### src/design/snlc_consts.svh
// How it works
// - cycle code 0,1,3,6 give 0.0833, 0.1666, 0.5, 1.0 ms; others reserved.
// - shortest cycle selected turns pulse regeneration output off.
// - command update is cycle times 1 or 2; 2 only with 0.0833 or 0.5 ms.
// - setup word A bit 0 picks 16-byte (0) or 32-byte (1) frames.
// - setup word A bit 1 picks semi (0) or full (1) axis synchronisation.
// - setup word B bit 0 set refuses parameter writes from the network.
// - setup word B bit 1 clear forces alarm sub-number to zero.
// - limit function off and word B bit 2 set force hardware limit bits zero.
// - word B bit 3 clear: positive limit bit 1, negative bit 0; set swaps.
// - word B bit 4 selects indicator LED mode 1 or mode 2.
// - word B bit 5 picks what change starts a non-cyclic command.
// - word B bits 6 and 7 invert hardware and soft limit bits.
// - word B bit 8 picks in-progress (0) or mains-loss warning (1).
// - word B bit 9 set returns command error toward inhibited direction.
// - word C bits 0,1 pick hold or initialise outputs after link loss.
// - speed unit 0 is mm/s, 1 is command units per second.
// - consecutive error count reaching threshold warns; zero disables.
// - total error count reaching threshold warns; zero disables.
// - refresh failures beyond threshold warn; zero or one disables.
// - slot one carries programmed monitor code; zero gives actual position.
// - with non-cyclic command zero, slots two, three carry programmed items.
// - 32-byte mode sub slots carry programmed items, the first only with sub command zero; zero returns zero.
`ifndef SNLC_CONSTS_SVH
`define SNLC_CONSTS_SVH
`define SNLC_IDX_FIRST 6'h14
`define SNLC_IDX_LAST 6'h22
`define SNLC_NREG 15
`define SNLC_R_CYCLE 0
`define SNLC_R_RATIO 1
`define SNLC_R_SETA 2
`define SNLC_R_SETB 3
`define SNLC_R_SETC 4
`define SNLC_R_SPEED 5
`define SNLC_R_THR_CONS 6
`define SNLC_R_THR_TOT 7
`define SNLC_R_THR_REF 8
`define SNLC_R_MON1 9
`define SNLC_RST_CYCLE 16'h0003
`define SNLC_RST_RATIO 16'h0001
`define SNLC_A_FRAME32 0
`define SNLC_A_FULLSYNC 1
`define SNLC_B_NOWRITE 0
`define SNLC_B_ALMSUB 1
`define SNLC_B_LIMZERO 2
`define SNLC_B_LIMSWAP 3
`define SNLC_B_LED2 4
`define SNLC_B_NCMODE 5
`define SNLC_B_HWINV 6
`define SNLC_B_SWINV 7
`define SNLC_B_SHARED 8
`define SNLC_B_CMDERR 9
`define SNLC_C_INIT1 0
`define SNLC_C_INIT2 1
`define SNLC_CYC0_NS 20'd83300
`define SNLC_CYC1_NS 20'd166600
`define SNLC_CYC3_NS 20'd500000
`define SNLC_CYC6_NS 20'd1000000
`endif

### src/design/snlc_pkg.sv
package snlc_pkg;
  // one word handed to the frame transmitter
  typedef struct packed {
    logic [2:0]  slot;
    logic [7:0]  code;
    logic [31:0] data;
  } snlc_reply_t;
  // shaped status bits
  typedef struct packed {
    logic [1:0] hw_limit;
    logic [1:0] soft_limit;
    logic       shared_bit;
    logic [7:0] alarm_sub;
  } snlc_status_t;
  // latched warnings
  typedef struct packed {
    logic consecutive_error_warning;
    logic total_error_warning;
    logic refresh_fault_warning;
  } snlc_warn_t;
  typedef enum logic [1:0] {
    SNLC_IDLE = 2'b00,
    SNLC_EMIT = 2'b01
  } snlc_gen_t;
endpackage

### src/design/snlc_top.sv
`timescale 1ns/1ns
`include "snlc_consts.svh"
module snlc_top
  import snlc_pkg::*;
(
  input  wire logic         clk_in,
  input  wire logic         reset_n_in,
  input  wire logic         param_wr_in,
  input  wire logic         param_rd_in,
  input  wire logic         param_net_in,
  input  wire logic [5:0]   param_index_in,
  input  wire logic [15:0]  param_wdata_in,
  output logic [15:0]       param_rdata_out,
  output logic              param_ack_out,
  output logic              param_refused_out,
  output logic [19:0]       link_cycle_ns_out,
  output logic              cmd_ratio2_out,
  output logic              config_error_out,
  output logic              pulse_regen_en_out,
  output logic              frame_32_out,
  output logic              full_sync_out,
  output logic              speed_unit_out,
  input  wire logic         positive_travel_limit_in,
  input  wire logic         negative_travel_limit_in,
  input  wire logic         positive_soft_limit_in,
  input  wire logic         negative_soft_limit_in,
  input  wire logic         travel_func_off_in,
  input  wire logic         in_progress_in,
  input  wire logic         mains_loss_warning_flag_in,
  input  wire logic [7:0]   alarm_sub_in,
  output snlc_status_t      status_out,
  input  wire logic         travel_stopped_in,
  input  wire logic         cmd_toward_inhibit_in,
  output logic              cmd_error_out,
  input  wire logic         frame_start_in,
  input  wire logic [15:0]  std_cmd_in,
  input  wire logic [7:0]   cmd_code_in,
  input  wire logic [15:0]  cmd_param_in,
  output logic              noncyclic_start_out,
  input  wire logic         link_up_in,
  input  wire logic         external_output_one_in,
  input  wire logic         external_output_two_in,
  output logic              external_output_one_out,
  output logic              external_output_two_out,
  output logic              link_indicator_led_out,
  input  wire logic         comm_error_in,
  input  wire logic         comm_good_in,
  input  wire logic         refresh_fault_in,
  input  wire logic         warn_clear_in,
  output snlc_warn_t        warn_out,
  input  wire logic         noncyclic_zero_in,
  input  wire logic         sub_cmd_zero_in,
  input  wire logic [31:0]  actual_position_in,
  input  wire logic [31:0]  actual_speed_in,
  input  wire logic [31:0]  thrust_value_in,
  input  wire logic         reply_ready_in,
  output logic              reply_valid_out,
  output snlc_reply_t       reply_word_out
);

  // reset release through two flops; assertion stays asynchronous
  logic rst_meta_q;
  logic rst_n_q;
  always_ff @(posedge clk_in or negedge reset_n_in) begin
    if (!reset_n_in) begin
      rst_meta_q <= 1'b0;
      rst_n_q    <= 1'b0;
    end else begin
      rst_meta_q <= 1'b1;
      rst_n_q    <= rst_meta_q;
    end
  end

  function automatic logic [15:0] rst_val(input int i);
    if (i == `SNLC_R_CYCLE) return `SNLC_RST_CYCLE;
    if (i == `SNLC_R_RATIO) return `SNLC_RST_RATIO;
    return 16'h0000;
  endfunction

  function automatic logic [15:0] sat_inc(input logic [15:0] v);
    return (v == 16'hFFFF) ? v : v + 16'h0001;
  endfunction

  // code to period; reserved codes report zero
  function automatic logic [19:0] cycle_ns(input logic [15:0] c);
    case (c)
      16'h0000: cycle_ns = `SNLC_CYC0_NS;
      16'h0001: cycle_ns = `SNLC_CYC1_NS;
      16'h0003: cycle_ns = `SNLC_CYC3_NS;
      16'h0006: cycle_ns = `SNLC_CYC6_NS;
      default:  cycle_ns = 20'h00000;
    endcase
  endfunction

  // parameter store, indexed by printed number minus the first
  logic [15:0] cfg_q [0:`SNLC_NREG-1];
  logic        idx_ok;
  logic [3:0]  idx;
  logic        net_block;
  assign idx_ok = (param_index_in >= `SNLC_IDX_FIRST) && (param_index_in <= `SNLC_IDX_LAST);
  assign idx = 4'(param_index_in - `SNLC_IDX_FIRST);
  assign net_block = param_net_in & cfg_q[`SNLC_R_SETB][`SNLC_B_NOWRITE];

  // writes from the network are dropped while locked out
  always_ff @(posedge clk_in or negedge rst_n_q) begin
    if (!rst_n_q) begin
      for (int i = 0; i < `SNLC_NREG; i++) begin
        cfg_q[i] <= rst_val(i);
      end
    end else if (param_wr_in && idx_ok && !net_block) begin
      cfg_q[idx] <= param_wdata_in;
    end
  end

  // read data, acknowledge and refusal pulses
  always_ff @(posedge clk_in or negedge rst_n_q) begin
    if (!rst_n_q) begin
      param_rdata_out   <= 16'h0000;
      param_ack_out     <= 1'b0;
      param_refused_out <= 1'b0;
    end else begin
      param_ack_out     <= param_wr_in | param_rd_in;
      param_refused_out <= param_wr_in & net_block;
      if (param_rd_in) begin
        param_rdata_out <= idx_ok ? cfg_q[idx] : 16'h0000;
      end
    end
  end

  logic [15:0] cyc;
  logic [15:0] seta;
  logic [15:0] setb;
  logic [15:0] setc;
  logic        short_cycle;
  assign cyc  = cfg_q[`SNLC_R_CYCLE];
  assign seta = cfg_q[`SNLC_R_SETA];
  assign setb = cfg_q[`SNLC_R_SETB];
  assign setc = cfg_q[`SNLC_R_SETC];
  assign short_cycle = (cyc == 16'h0000);

  // link configuration; bad combinations are flagged, not corrected
  always_ff @(posedge clk_in or negedge rst_n_q) begin
    if (!rst_n_q) begin
      link_cycle_ns_out  <= 20'h00000;
      cmd_ratio2_out     <= 1'b0;
      config_error_out   <= 1'b0;
      pulse_regen_en_out <= 1'b0;
      frame_32_out       <= 1'b0;
      full_sync_out      <= 1'b0;
      speed_unit_out     <= 1'b0;
    end else begin
      link_cycle_ns_out  <= cycle_ns(cyc);
      cmd_ratio2_out     <= (cfg_q[`SNLC_R_RATIO] == 16'h0002);
      config_error_out   <= (cycle_ns(cyc) == 20'h00000)
        || !(cfg_q[`SNLC_R_RATIO] inside {16'h0001, 16'h0002})
        || ((cfg_q[`SNLC_R_RATIO] == 16'h0002) && !(short_cycle || cyc == 16'h0003));
      pulse_regen_en_out <= !short_cycle;
      frame_32_out       <= seta[`SNLC_A_FRAME32];
      full_sync_out      <= seta[`SNLC_A_FULLSYNC];
      speed_unit_out     <= cfg_q[`SNLC_R_SPEED][0];
    end
  end

  // status shaping: invert, then force, then place
  logic hw_pos;
  logic hw_neg;
  logic lim_zero;
  assign hw_pos = positive_travel_limit_in ^ setb[`SNLC_B_HWINV];
  assign hw_neg = negative_travel_limit_in ^ setb[`SNLC_B_HWINV];
  assign lim_zero = travel_func_off_in & setb[`SNLC_B_LIMZERO];
  always_ff @(posedge clk_in or negedge rst_n_q) begin
    if (!rst_n_q) begin
      status_out    <= '0;
      cmd_error_out <= 1'b0;
    end else begin
      if (lim_zero) begin
        status_out.hw_limit <= 2'b00;
      end else if (setb[`SNLC_B_LIMSWAP]) begin
        status_out.hw_limit <= {hw_neg, hw_pos};
      end else begin
        status_out.hw_limit <= {hw_pos, hw_neg};
      end
      status_out.soft_limit <= {positive_soft_limit_in, negative_soft_limit_in}
        ^ {2{setb[`SNLC_B_SWINV]}};
      status_out.shared_bit <= setb[`SNLC_B_SHARED] ? mains_loss_warning_flag_in
                                                    : in_progress_in;
      status_out.alarm_sub  <= setb[`SNLC_B_ALMSUB] ? alarm_sub_in : 8'h00;
      cmd_error_out <= setb[`SNLC_B_CMDERR] & travel_stopped_in
                       & cmd_toward_inhibit_in;
    end
  end

  // non-cyclic start detection, sampled once per frame
  logic [15:0] prev_std_q;
  logic [7:0]  prev_code_q;
  logic [15:0] prev_param_q;
  always_ff @(posedge clk_in or negedge rst_n_q) begin
    if (!rst_n_q) begin
      prev_std_q          <= 16'h0000;
      prev_code_q         <= 8'h00;
      prev_param_q        <= 16'h0000;
      noncyclic_start_out <= 1'b0;
    end else begin
      noncyclic_start_out <= 1'b0;
      if (frame_start_in) begin
        prev_std_q   <= std_cmd_in;
        prev_code_q  <= cmd_code_in;
        prev_param_q <= cmd_param_in;
        if (setb[`SNLC_B_NCMODE]) begin
          noncyclic_start_out <= (cmd_code_in != prev_code_q)
                                 || (cmd_param_in != prev_param_q);
        end else begin
          noncyclic_start_out <= (std_cmd_in != prev_std_q);
        end
      end
    end
  end

  // external outputs: before the link first comes up they stay initialised
  logic was_up_q;
  always_ff @(posedge clk_in or negedge rst_n_q) begin
    if (!rst_n_q) begin
      was_up_q                <= 1'b0;
      external_output_one_out <= 1'b0;
      external_output_two_out <= 1'b0;
    end else if (link_up_in) begin
      was_up_q                <= 1'b1;
      external_output_one_out <= external_output_one_in;
      external_output_two_out <= external_output_two_in;
    end else if (was_up_q) begin
      if (setc[`SNLC_C_INIT1]) begin
        external_output_one_out <= 1'b0;
      end
      if (setc[`SNLC_C_INIT2]) begin
        external_output_two_out <= 1'b0;
      end
    end
  end

  // error counters saturate so a long outage cannot wrap to quiet
  logic [15:0] cons_q;
  logic [15:0] tot_q;
  logic [15:0] ref_q;
  logic [15:0] cons_d;
  logic [15:0] tot_d;
  logic [15:0] ref_d;
  logic [15:0] thr_c;
  logic [15:0] thr_t;
  logic [15:0] thr_r;
  assign thr_c = cfg_q[`SNLC_R_THR_CONS];
  assign thr_t = cfg_q[`SNLC_R_THR_TOT];
  assign thr_r = cfg_q[`SNLC_R_THR_REF];
  always_comb begin
    cons_d = warn_clear_in ? 16'h0000 : cons_q;
    tot_d  = warn_clear_in ? 16'h0000 : tot_q;
    ref_d  = warn_clear_in ? 16'h0000 : ref_q;
    if (comm_error_in) begin
      cons_d = sat_inc(cons_d);
      tot_d  = sat_inc(tot_d);
    end else if (comm_good_in) begin
      cons_d = 16'h0000;
    end
    if (refresh_fault_in) begin
      ref_d = sat_inc(ref_d);
    end
  end
  always_ff @(posedge clk_in or negedge rst_n_q) begin
    if (!rst_n_q) begin
      cons_q <= 16'h0000;
      tot_q  <= 16'h0000;
      ref_q  <= 16'h0000;
    end else begin
      cons_q <= cons_d;
      tot_q  <= tot_d;
      ref_q  <= ref_d;
    end
  end

  // warning flags; counts restart from zero on clear, so a hit in the clearing cycle keeps an error flag only at a threshold of 1 and never the refresh flag
  always_ff @(posedge clk_in or negedge rst_n_q) begin
    if (!rst_n_q) begin
      warn_out <= '0;
    end else begin
      warn_out.consecutive_error_warning <= (warn_out.consecutive_error_warning & ~warn_clear_in)
        | ((thr_c != 16'h0000) && (cons_d >= thr_c));
      warn_out.total_error_warning <= (warn_out.total_error_warning & ~warn_clear_in)
        | ((thr_t != 16'h0000) && (tot_d >= thr_t));
      warn_out.refresh_fault_warning <= (warn_out.refresh_fault_warning & ~warn_clear_in)
        | ((thr_r > 16'h0001) && (ref_d > thr_r));
    end
  end

  // indicator: mode 2 also goes dark while any warning is latched
  always_ff @(posedge clk_in or negedge rst_n_q) begin
    if (!rst_n_q) begin
      link_indicator_led_out <= 1'b0;
    end else begin
      link_indicator_led_out <= link_up_in
        & ~(setb[`SNLC_B_LED2] & (|warn_out));
    end
  end

  // two-entry skid buffer toward the transmitter
  snlc_reply_t skid_q;
  logic        skid_v_q;
  logic        buf_ready;
  logic        push;
  snlc_reply_t push_word;
  assign buf_ready = ~skid_v_q;
  always_ff @(posedge clk_in or negedge rst_n_q) begin
    if (!rst_n_q) begin
      reply_valid_out <= 1'b0;
      reply_word_out  <= '0;
      skid_q          <= '0;
      skid_v_q        <= 1'b0;
    end else if (!reply_valid_out || reply_ready_in) begin
      if (skid_v_q) begin
        reply_word_out  <= skid_q;
        reply_valid_out <= 1'b1;
        skid_v_q        <= 1'b0;
      end else begin
        reply_word_out  <= push_word;
        reply_valid_out <= push;
      end
    end else if (push) begin
      skid_q   <= push_word;
      skid_v_q <= 1'b1;
    end
  end

  // slot generator: walks slots 1..3, then 4..6 in 32-byte mode
  snlc_gen_t   gen_q;
  logic [2:0]  slot_q;
  logic        nc0_q;
  logic        sub0_q;
  logic        f32_q;
  logic        slot_on;
  logic        last_slot;
  logic [7:0]  code;
  always_comb begin
    code = cfg_q[`SNLC_R_MON1 + 32'(slot_q) - 1][7:0];
    case (slot_q)
      3'd2, 3'd3: slot_on = nc0_q;
      3'd4:       slot_on = sub0_q;
      default:    slot_on = 1'b1;
    endcase
    last_slot = f32_q ? (slot_q == 3'd6) : (slot_q == 3'd3);
    push_word.slot = slot_q;
    push_word.code = code;
    push_word.data = 32'h00000000;
    if (code == 8'h00) begin
      case (slot_q)
        3'd1:    push_word.data = actual_position_in;
        3'd2:    push_word.data = actual_speed_in;
        3'd3:    push_word.data = thrust_value_in;
        default: push_word.data = 32'h00000000;
      endcase
    end
  end
  assign push = (gen_q == SNLC_EMIT) && slot_on && buf_ready;

  always_ff @(posedge clk_in or negedge rst_n_q) begin
    if (!rst_n_q) begin
      gen_q  <= SNLC_IDLE;
      slot_q <= 3'd1;
      nc0_q  <= 1'b0;
      sub0_q <= 1'b0;
      f32_q  <= 1'b0;
    end else begin
      case (gen_q)
        SNLC_IDLE: begin
          if (frame_start_in) begin
            gen_q  <= SNLC_EMIT;
            slot_q <= 3'd1;
            nc0_q  <= noncyclic_zero_in;
            sub0_q <= sub_cmd_zero_in;
            f32_q  <= seta[`SNLC_A_FRAME32];
          end
        end
        SNLC_EMIT: begin
          if (!slot_on || buf_ready) begin
            if (last_slot) begin
              gen_q <= SNLC_IDLE;
            end else begin
              slot_q <= slot_q + 3'd1;
            end
          end
        end
        default: gen_q <= SNLC_IDLE;
      endcase
    end
  end

  property p_regen;
    @(posedge clk_in) disable iff (!rst_n_q)
      short_cycle |=> !pulse_regen_en_out;
  endproperty
  a_regen: assert property (p_regen) else $error("regen on at short cycle");

  property p_ratio;
    @(posedge clk_in) disable iff (!rst_n_q)
      (cfg_q[`SNLC_R_RATIO] == 16'h0002 && cyc == 16'h0001) |=> config_error_out;
  endproperty
  a_ratio: assert property (p_ratio) else $error("bad ratio not flagged");

  property p_refuse;
    @(posedge clk_in) disable iff (!rst_n_q)
      (param_wr_in && net_block && idx_ok) |=> param_refused_out && $stable(cfg_q[idx]);
  endproperty
  a_refuse: assert property (p_refuse) else $error("locked write taken");

  property p_almsub;
    @(posedge clk_in) disable iff (!rst_n_q)
      !setb[`SNLC_B_ALMSUB] |=> status_out.alarm_sub == 8'h00;
  endproperty
  a_almsub: assert property (p_almsub) else $error("alarm sub not zero");

  property p_limzero;
    @(posedge clk_in) disable iff (!rst_n_q)
      lim_zero |=> status_out.hw_limit == 2'b00;
  endproperty
  a_limzero: assert property (p_limzero) else $error("limit bits not forced");

  property p_place;
    @(posedge clk_in) disable iff (!rst_n_q)
      (!lim_zero && !setb[`SNLC_B_LIMSWAP] && !setb[`SNLC_B_HWINV])
      |=> status_out.hw_limit == {$past(positive_travel_limit_in),
                                  $past(negative_travel_limit_in)};
  endproperty
  a_place: assert property (p_place) else $error("limit placement wrong");

  property p_shared;
    @(posedge clk_in) disable iff (!rst_n_q)
      setb[`SNLC_B_SHARED] |=> status_out.shared_bit == $past(mains_loss_warning_flag_in);
  endproperty
  a_shared: assert property (p_shared) else $error("shared bit source wrong");

  property p_extinit;
    @(posedge clk_in) disable iff (!rst_n_q)
      (was_up_q && !link_up_in && setc[`SNLC_C_INIT1]) |=> !external_output_one_out;
  endproperty
  a_extinit: assert property (p_extinit) else $error("output one not initialised");

  property p_consoff;
    @(posedge clk_in) disable iff (!rst_n_q)
      (thr_c == 16'h0000 && (!warn_out.consecutive_error_warning || warn_clear_in))
      |=> !warn_out.consecutive_error_warning;
  endproperty
  a_consoff: assert property (p_consoff) else $error("disabled warning raised");

  property p_refoff;
    @(posedge clk_in) disable iff (!rst_n_q)
      (thr_r == 16'h0001 && !warn_out.refresh_fault_warning) |=> !warn_out.refresh_fault_warning;
  endproperty
  a_refoff: assert property (p_refoff) else $error("refresh warning at one");

  property p_latch;
    @(posedge clk_in) disable iff (!rst_n_q)
      (warn_out.total_error_warning && !warn_clear_in) |=> warn_out.total_error_warning;
  endproperty
  a_latch: assert property (p_latch) else $error("warning dropped uncleared");

  property p_hold;
    @(posedge clk_in) disable iff (!rst_n_q)
      (reply_valid_out && !reply_ready_in) |=> reply_valid_out && $stable(reply_word_out);
  endproperty
  a_hold: assert property (p_hold) else $error("stalled word changed");

endmodule

### config.mk
export PLATFORM = sky130hd
export DESIGN_NAME = snlc_top
export DESIGN_NICKNAME = d
export VERILOG_FILES = /design/src/design/snlc_pkg.sv /design/src/design/snlc_top.sv
export VERILOG_INCLUDE_DIRS = /design/src /design/src/design
export SDC_FILE = /design/constraint.sdc
export NUM_CORES = 1
export LEC_CHECK = 0
export BUFFER_PORTS_ARGS = -buffer_cell sky130_fd_sc_hd__buf_2
export CAP_MARGIN = 20
export CELL_PAD_IN_SITES_DETAIL_PLACEMENT = 1
export CELL_PAD_IN_SITES_GLOBAL_PLACEMENT = 2
export CORE_MARGIN = 3
export CORE_UTILIZATION = 40
export DETAILED_ROUTE_END_ITERATION = 8
export GPL_TIMING_DRIVEN = 0
export HOLD_SLACK_MARGIN = 0.06
export PLACE_DENSITY_LB_ADDON = 0.1
export SETUP_SLACK_MARGIN = 0.5
export SYNTH_ARGS = -nofsm -noshare
export SYNTH_HDL_FRONTEND = slang
export SYNTH_SLANG_ARGS = --single-unit
### constraint.sdc
create_clock -name clk_in -period 18.6 [get_ports clk_in]
set_input_delay 0.93 -clock clk_in [delete_from_list [all_inputs] [get_ports clk_in]]
set_output_delay 0.93 -clock clk_in [all_outputs]
set_load 0.02 [all_outputs]
==> flow_summary.toml, run 1 <==
[status]
status = "completed"

[routing]
avgViaCountPerCell = 5.666
vias = 17890
route.final.wire_length_um = 76450
wire_per_inst_um = 24.21
drc = 0
drt_iter0_drc = 1162
ant_nets = 0
firstDrtPassIters = 9

[floorplanning]
die_w_um = 251.5
fp.dieArea_um2 = 63250
start_util_pct = 40.62
core_area_um2 = 59350
die_y_um = 251.5
rows = 89
pin_count = 300

[critical_path]
criticalPathCategory = "in2reg"
worstReg2RegEnd = "skid_q[10]$_DFFE_PN0P_"
worstPathRequired_ps = 19090
start_kind = "input pin"
crit_fanout = 10
rrSetupSlack_ps = 14500
end_kind = "flip-flop"
reg2reg_depth = 13
r2r-start = "slot_q[2]$_DFFE_PN0P_"
crit_arrival_ps = 5470

[synth]
ys_seq_elements = 483
synth_flop_cell = "dfrtp_1"
syn_area_um2 = 24110
async_reset_ff_share_pct = 100.0
ys_seq_area_share_pct = 50.16
synthCells = 1973
synth_warnings = 0
synth_area_per_cell_um2 = 12.22
synth_edf_count = 0
ys_types = 65

[timing]
drv_slew = 0
fmax_ghz = 0.2005
tns_ps = 0
tightest_slew_ps = 1086
hold_viol = 0
hold_slack_ps = 307.8
fin_skew_ps = 8.527
setup_violations = 0
slew_headroom_pct = 27.46
grt_setup_unrepaired = "no"
fin_crit_ps = 4988
timing.final.crit_share_pct = 26.82

[cts]
clkSinkCount = 483
root_buffer = "clkbuf_16"
worstSkewPairLatency_ps = 610
cts_tree = "built"
cts-buffers-inserted = 55
clkTransAtPathRegs_ps = 60
ctsResizeCount = 0
clockBufferDepth = 3
htree_num_levels = 2
post_cts_buffers = 0

[power_and_ir_drop]
power.density_nw_per_um2 = 117.5
total_power_mw = 3.382
irDropWorstVdd_mv = 0.07098
power_leakage_nw = 13.51

[cells_and_area]
layout-drive-gt1-share_pct = 34.49
regMostFlops = "cfg_q"
area_growth_pct = 19.40
largest_reg_flops = 128
final_cell_mix = "dfrtp_1 (478), buf_2 (318), mux2_2 (292)"
postLayoutCoreUtil_pct = 48.50
finalNonFillerCells = 3157
fillers = 6260
reg_top3 = "cfg_q (128), reply_word_out (43), skid_q (43)"
nets = 2589
layout_commonest_cell = "dfrtp_1"

[grt]
track_usage_pct = 24.06
grt_pass1_vias = 19050
antenna_found_initial = 3
gr-total-overflow = 0
grt_pass1_wl_um = 117500
grt_max_degree = 66

[place]
dp_cells = 3052
place_hpwl_um = 58410
io_buffers = 294
gp_congestion = 0.8616

[min_path]
worstHoldPathType = "reg2async"

[job]
drv_cap = 0
-- Yosys cell counts (6+ instances only) --
library cell    n  share of area, %
xor2_1         38               1.4
o31ai_1        75               2.3
nor4_1         28              0.73
o21ai_0        47              0.98
nor2_1         34              0.53
ha_1           61               3.2
or2_2          10              0.26
a222oi_1       32               1.3
o211ai_1       23              0.72
mux4_2         64               6.0
nor3_1         11              0.23
buf_1          12              0.19
and4_1          6              0.22
a21oi_1        63               1.3
o21a_1         13              0.40
dfrtp_1       479                50
mux2_2        292                14
nor2b_1        31              0.80
nand2_1       130               2.0
or4_1           8              0.25
inv_1          78               1.2
and4b_1         6              0.25
nand3b_1        8              0.25
buf_4          15              0.47
xnor2_1        22              0.80
or3_1           9              0.23
clkbuf_1       91               1.4
a21o_1         10              0.31
nand3_1        16              0.33
a22oi_1        13              0.40
buf_2          24              0.50
nand3_2         8              0.33
mux2i_1        54               2.2
o2bb2ai_1      16              0.58
and3_1         44               1.1
nand4_1        24              0.62
nand2b_1       19              0.49
and2_1         12              0.31
-- routing by layer --
| layer | global-route usage, % | part of all wire (%) | vias to the layer above |
|---|---|---|---|
| li1 | - | - | 8012 |
| met1 | 33.37 | 45 | 9399 |
| met2 | 40.06 | 48 | 385 |
| met3 | 3.464 | 4.2 | 92 |
| met4 | 5.835 | 2.3 | 0 |
| met5 | 0 | 0 | - |
-- cells by family after synthesis --
kind of cell,count (synthesis),share of synthesized area (%)
simple gates,410,9.228
flops,483,50.16
mux,410,21.86
xor+xnor,60,2.180
compound gates,325,9.503
buf+inv,222,3.877
other cells,2,0.03115
fa+ha+maj,61,3.166
-- per-stage QoR --
step	area, µm²	worst slack, ps
2_1_floorplan	24120	4148
3_3_place_gp	26560	-1784
3_5_place_dp	26810	12970
4_1_cts	28780	13580
5_1_grt	28790	13260
6_report	28790	13610
-- what timing repair did --
| item | 4_1_cts | 5_1_grt |
|---|---|---|
| hold buffers | 1 | 0 |
| setup endpoints to repair | 0 | 0 |
| endpoints found under the hold margin | 2 | 0 |
-- how the worst max path moves through the flow --
stage	from	end
finish	warn_clear_in	warn_out[0]$_DFF_PN0_
CTS	warn_clear_in	warn_out[0]$_DFF_PN0_
detailed placement	warn_clear_in	warn_out[0]$_DFF_PN0_
global placement	rst_n_q$_DFF_PN0_	ref_q[12]$_DFF_PN0_
global route	warn_clear_in	warn_out[0]$_DFF_PN0_
floorplan	rst_n_q$_DFF_PN0_	cfg_q[0]$_DFFE_PN0P_
-- area by class of cell --
cell class	count	area [µm²]	share of cell area [%]
Inverter	78	292.8	1.017
Clock buffer	77	1589	5.520
Timing Repair Buffer	304	1729	6.007
Sequential cell	483	12100	42.02
Clock inverter	26	374.1	1.300
Antenna cell	1	2.502	0.008693
Tap cell	773	967.2	3.360
Buffer	144	641.9	2.230
Multi-Input combinational cell	1271	11090	38.54
-- report_power, final --
group	leakage (nW)	switching [mW]	internal (mW)	total (mW)
logic	6.17	0.535	0.339	0.874
clock network	0.974	0.461	0.709	1.17
registers	6.37	0.125	1.21	1.34
total	13.5	1.12	2.26	3.38
-- critical path: stages --
cell	delay, ps
buf_2	180
clkbuf_1	340
clkbuf_1	440
nor2b_1	310
ha_1	190
inv_1	90
or3_1	370
clkbuf_1	240
o31ai_2	660
buf_2	370
o31ai_1	110
a21oi_1	240
ha_1	190
nand4_1	130
nor3_1	320
nand4_1	140
a22oi_1	170
a31oi_1	50
(Power assumes the default switching activity.)
==> inputs of run 2 (changes only) <==
--- a/config.mk
+++ b/config.mk
@@ -6,12 +6,13 @@
 export SDC_FILE = /design/constraint.sdc
 export NUM_CORES = 1
 export LEC_CHECK = 0
+export ABC_AREA = 1
 export BUFFER_PORTS_ARGS = -buffer_cell sky130_fd_sc_hd__buf_2
 export CAP_MARGIN = 20
 export CELL_PAD_IN_SITES_DETAIL_PLACEMENT = 1
 export CELL_PAD_IN_SITES_GLOBAL_PLACEMENT = 2
 export CORE_MARGIN = 3
-export CORE_UTILIZATION = 40
+export CORE_UTILIZATION = 34
 export DETAILED_ROUTE_END_ITERATION = 8
 export GPL_TIMING_DRIVEN = 0
 export HOLD_SLACK_MARGIN = 0.06
==> constraint.sdc (replaced) <==
create_clock -name clk_in -period 4.96 [get_ports clk_in]
set_input_delay 0.248 -clock clk_in [delete_from_list [all_inputs] [get_ports clk_in]]
set_output_delay 0.248 -clock clk_in [all_outputs]
set_load 0.02 [all_outputs]
==> run 2 against run 1 <==
Against the previous run:
- routed wire length up 35%
- register-to-register slack worse by 14000 ps
- hold slack worse by 220 ps
- sequential power rose to 3.8 times the previous value
==> flow_summary.toml, run 2 <==
[synth]
synth_area_leader_cell = "dfrtp_1"
async_reset_ff_share_pct = 100.0
synth-xor-area-share_pct = 2.036
ys_seq_area_share_pct = 47.64
syn_area_um2 = 25380
synth_warnings = 0
synth-compound-area-share_pct = 9.130
synth_top_family_by_area = "simple AND/OR/NAND/NOR gates"
yosys-top-cells-area = "dfrtp_1 (47%), nand2_1 (16%), nand3_1 (9.5%), inv_1 (4.0%), ha_1 (3.0%)"
synthSimpleGateAreaFrac_pct = 29.71
synthTopCellsByCount = "nand2_1 (1079), nand3_1 (480), dfrtp_1 (479), inv_1 (272), nor2_1 (171)"
synth_edf_count = 0
synth.area.mux_share_pct = 0.9761
synth_area_per_cell_um2 = 7.661
synthCells = 3313
synthAdderAreaFrac_pct = 3.007
ys_seq_elements = 483
synth_top_cell_area_share_pct = 47.23
synth_flop_cell = "dfrtp_1"
yosysMostFrequentCell = "nand2_1"
ys_types = 44

[timing]
fmax_ghz = 0.2419
slew_headroom_pct = 19.06
tns_ps = 0
fin_skew_ps = 27.69
drv_slew = 0
setup_ws_ps = 826.1
hold_slack_ps = 84.45
fin_crit_ps = 4134
setup_violations = 0
timing.final.crit_share_pct = 83.35
tightest_slew_ps = 1214
grt_setup_unrepaired = "no"
hold_viol = 0

[routing]
route.met2.wl_um = 50200
firstDrtPassIters = 7
avgViaCountPerCell = 5.213
wire_per_inst_um = 21.58
highest_layer = "met5"
route.final.wire_length_um = 103300
wl_met3_um = 4740
vias = 24950
wl_met1_um = 45550
drt_iter0_drc = 1381
drc = 0
ant_nets = 0

[grt]
gr-total-overflow = 0
grt_max_degree = 69
track_usage_pct = 26.19
grt_pass1_wl_um = 159200
grt_pass1_vias = 26600
antenna_found_initial = 2

[cts]
clockBufferDepth = 3
clkTransAtPathRegs_ps = 60
root_buffer = "clkbuf_16"
htree_num_levels = 2
cts-buffers-inserted = 58
cts_tree = "built"
clkSinkCount = 483
worstSkewPairLatency_ps = 640
post_cts_buffers = 0

[critical_path]
worst_path_max_delay_cell = "clkbuf_1"
criticalPathCategory = "reg2reg"
worstPathRequired_ps = 5500
crit_fanout = 10
rrSetupSlack_ps = 830
worstReg2RegEnd = "skid_q[26]$_DFFE_PN0P_"
cp_top_family = "buffers and inverters"
end_kind = "flip-flop"
r2r-start = "slot_q[2]$_DFFE_PN0P_"
cpMostUsedCell = "clkbuf_1"
path_cells = "inv_2 -> clkbuf_2 -> clkbuf_1 -> ha_1 -> clkbuf_1 -> inv_1 -> a21oi_1 -> o21ai_1 -> nand2_1 -> inv_2 -> nand3_1 -> clkbuf_1 -> clkbuf_1 -> nand2_1 -> o21ai_1"
crit_arrival_ps = 4680
start_kind = "flip-flop"
reg2reg_depth = 15
slowest_delay_ps = 470
cp.buffers_inverters = 8

[cells_and_area]
layout-drive-gt1-share_pct = 13.28
largest_reg_flops = 128
final_cell_mix = "nand2_1 (1079), nand3_1 (480), dfrtp_1 (478)"
area_growth_pct = 22.64
regMostFlops = "cfg_q"
nets = 4028
reg_top3 = "cfg_q (128), reply_word_out (43), skid_q (43)"
finalNonFillerCells = 4786
layout_commonest_cell = "nand2_1"

[min_path]
worstHoldPathType = "in2reg"
min_path_cells = 5
hp-start = "actual_position_in[27]"
hold_end = "skid_q[27]$_DFFE_PN0P_"

[place]
io_buffers = 293
gp_congestion = 0.8997
dp_cells = 4580
place_hpwl_um = 77650
post-place-ws_ps = -14.18

[floorplanning]
die_y_um = 279.2
pin_count = 300
start_util_pct = 34.55
rows = 99
fp.dieArea_um2 = 77960
die_w_um = 279.2
core_area_um2 = 73450

[power_and_ir_drop]
irDropWorstVdd_mv = 0.2761
power_leakage_nw = 16.09
power.density_nw_per_um2 = 427.3

[status]
status = "completed"

[job]
drv_cap = 0
-- run 2: changes by cell type in the layout (fill, tap and decap cells not counted), moves of 78 or more --
| cell | delta |
|---|---|
| inv_1 | +194 |
| nor2_1 | +137 |
| dlygate4sd3_1 | +93 |
| o22ai_1 | +78 |
| nand2_1 | +949 |
| nand3_1 | +464 |
| mux2_2 | -270 |
| o21ai_0 | +98 |
-- run 2: cell families (layout without fill, tap and decap cells) --
group	after synthesis	in the layout
adder cells (fa/ha/maj)	61	61
AO/OA/AOI/OAI	403	403
AND/OR/NAND/NOR	1806	1806
multiplexers	22	22
flip-flops	483	483
XOR/XNOR	59	59
buffers and inverters	477	986
other	2	7
-- run 2: routing by layer --
metal  global-route usage, %  vias up
li1                        -    11760
met2                   45.19      591
met4                   7.434        2
met3                   3.562      142
met5                       0        -
met1                   34.41    12460
-- run 2: timing repair --
item | 4_1_cts | 5_1_grt
hold buffers | 94 | 0
endpoints found under the setup margin | 25 | 2
endpoints found under the hold margin | 158 | 0
resized for setup | 1 | 1
cloned | 0 | 0
-- run 2: metrics by stage --
step                      power [mW]  util (%)  instance area (µm²)
final                          13.30     42.37                31130
after global routing           14.15     42.37                31120
after CTS                      13.43     42.35                31110
after detailed placement       9.130     38.57                28330
after global placement         8.945     38.20                28060
after floorplan                7.517         -                25400
-- run 2: report_power, final --
group,total [mW],internal [mW],switching (mW),leakage (nW)
Clock,4.18,2.40,1.78,0.896
Combinational,4.04,1.26,2.79,8.88
Sequential,5.08,4.60,0.479,6.31
Total,13.3,8.25,5.04,16.1
-- run 2: layout make-up --
type	count	area, µm²
fillers	9065	42330
flip-flops and latches	483	12100
multi-input cells	2356	11400
repair buffers	400	2688
clock buffers	94	1708
well taps	959	1200
inverters	282	1059
plain buffers	195	840.8
clock inverters	15	127.6
diodes	2	5.005
-- run 2: worst register-to-register path, delay by kind of cell (launching register included) --
family	cells	cell delay, ps
buffers and inverters	8	2620
DFF	1	460
and+or+nand+nor	3	380
AOI/OAI and AO/OA	3	350
adders and majority gates	1	230
-- run 2: how the worst max path moves through the flow --
stage | to | cells after the start | slack (ps) | start
3_5_place_dp | warn_out[1]$_DFF_PN0_ | 23 | -10 | warn_clear_in
3_3_place_gp | prev_param_q[7]$_DFFE_PN0P_ | 0 | -1930 | rst_n_q$_DFF_PN0_
6_report | skid_q[26]$_DFFE_PN0P_ | 15 | 830 | slot_q[2]$_DFFE_PN0P_
4_1_cts | warn_out[0]$_DFF_PN0_ | 20 | 650 | warn_clear_in
2_1_floorplan | cfg_q[0]$_DFFE_PN0P_ | 0 | 250 | rst_n_q$_DFF_PN0_
5_1_grt | skid_q[26]$_DFFE_PN0P_ | 15 | 500 | slot_q[2]$_DFFE_PN0P_
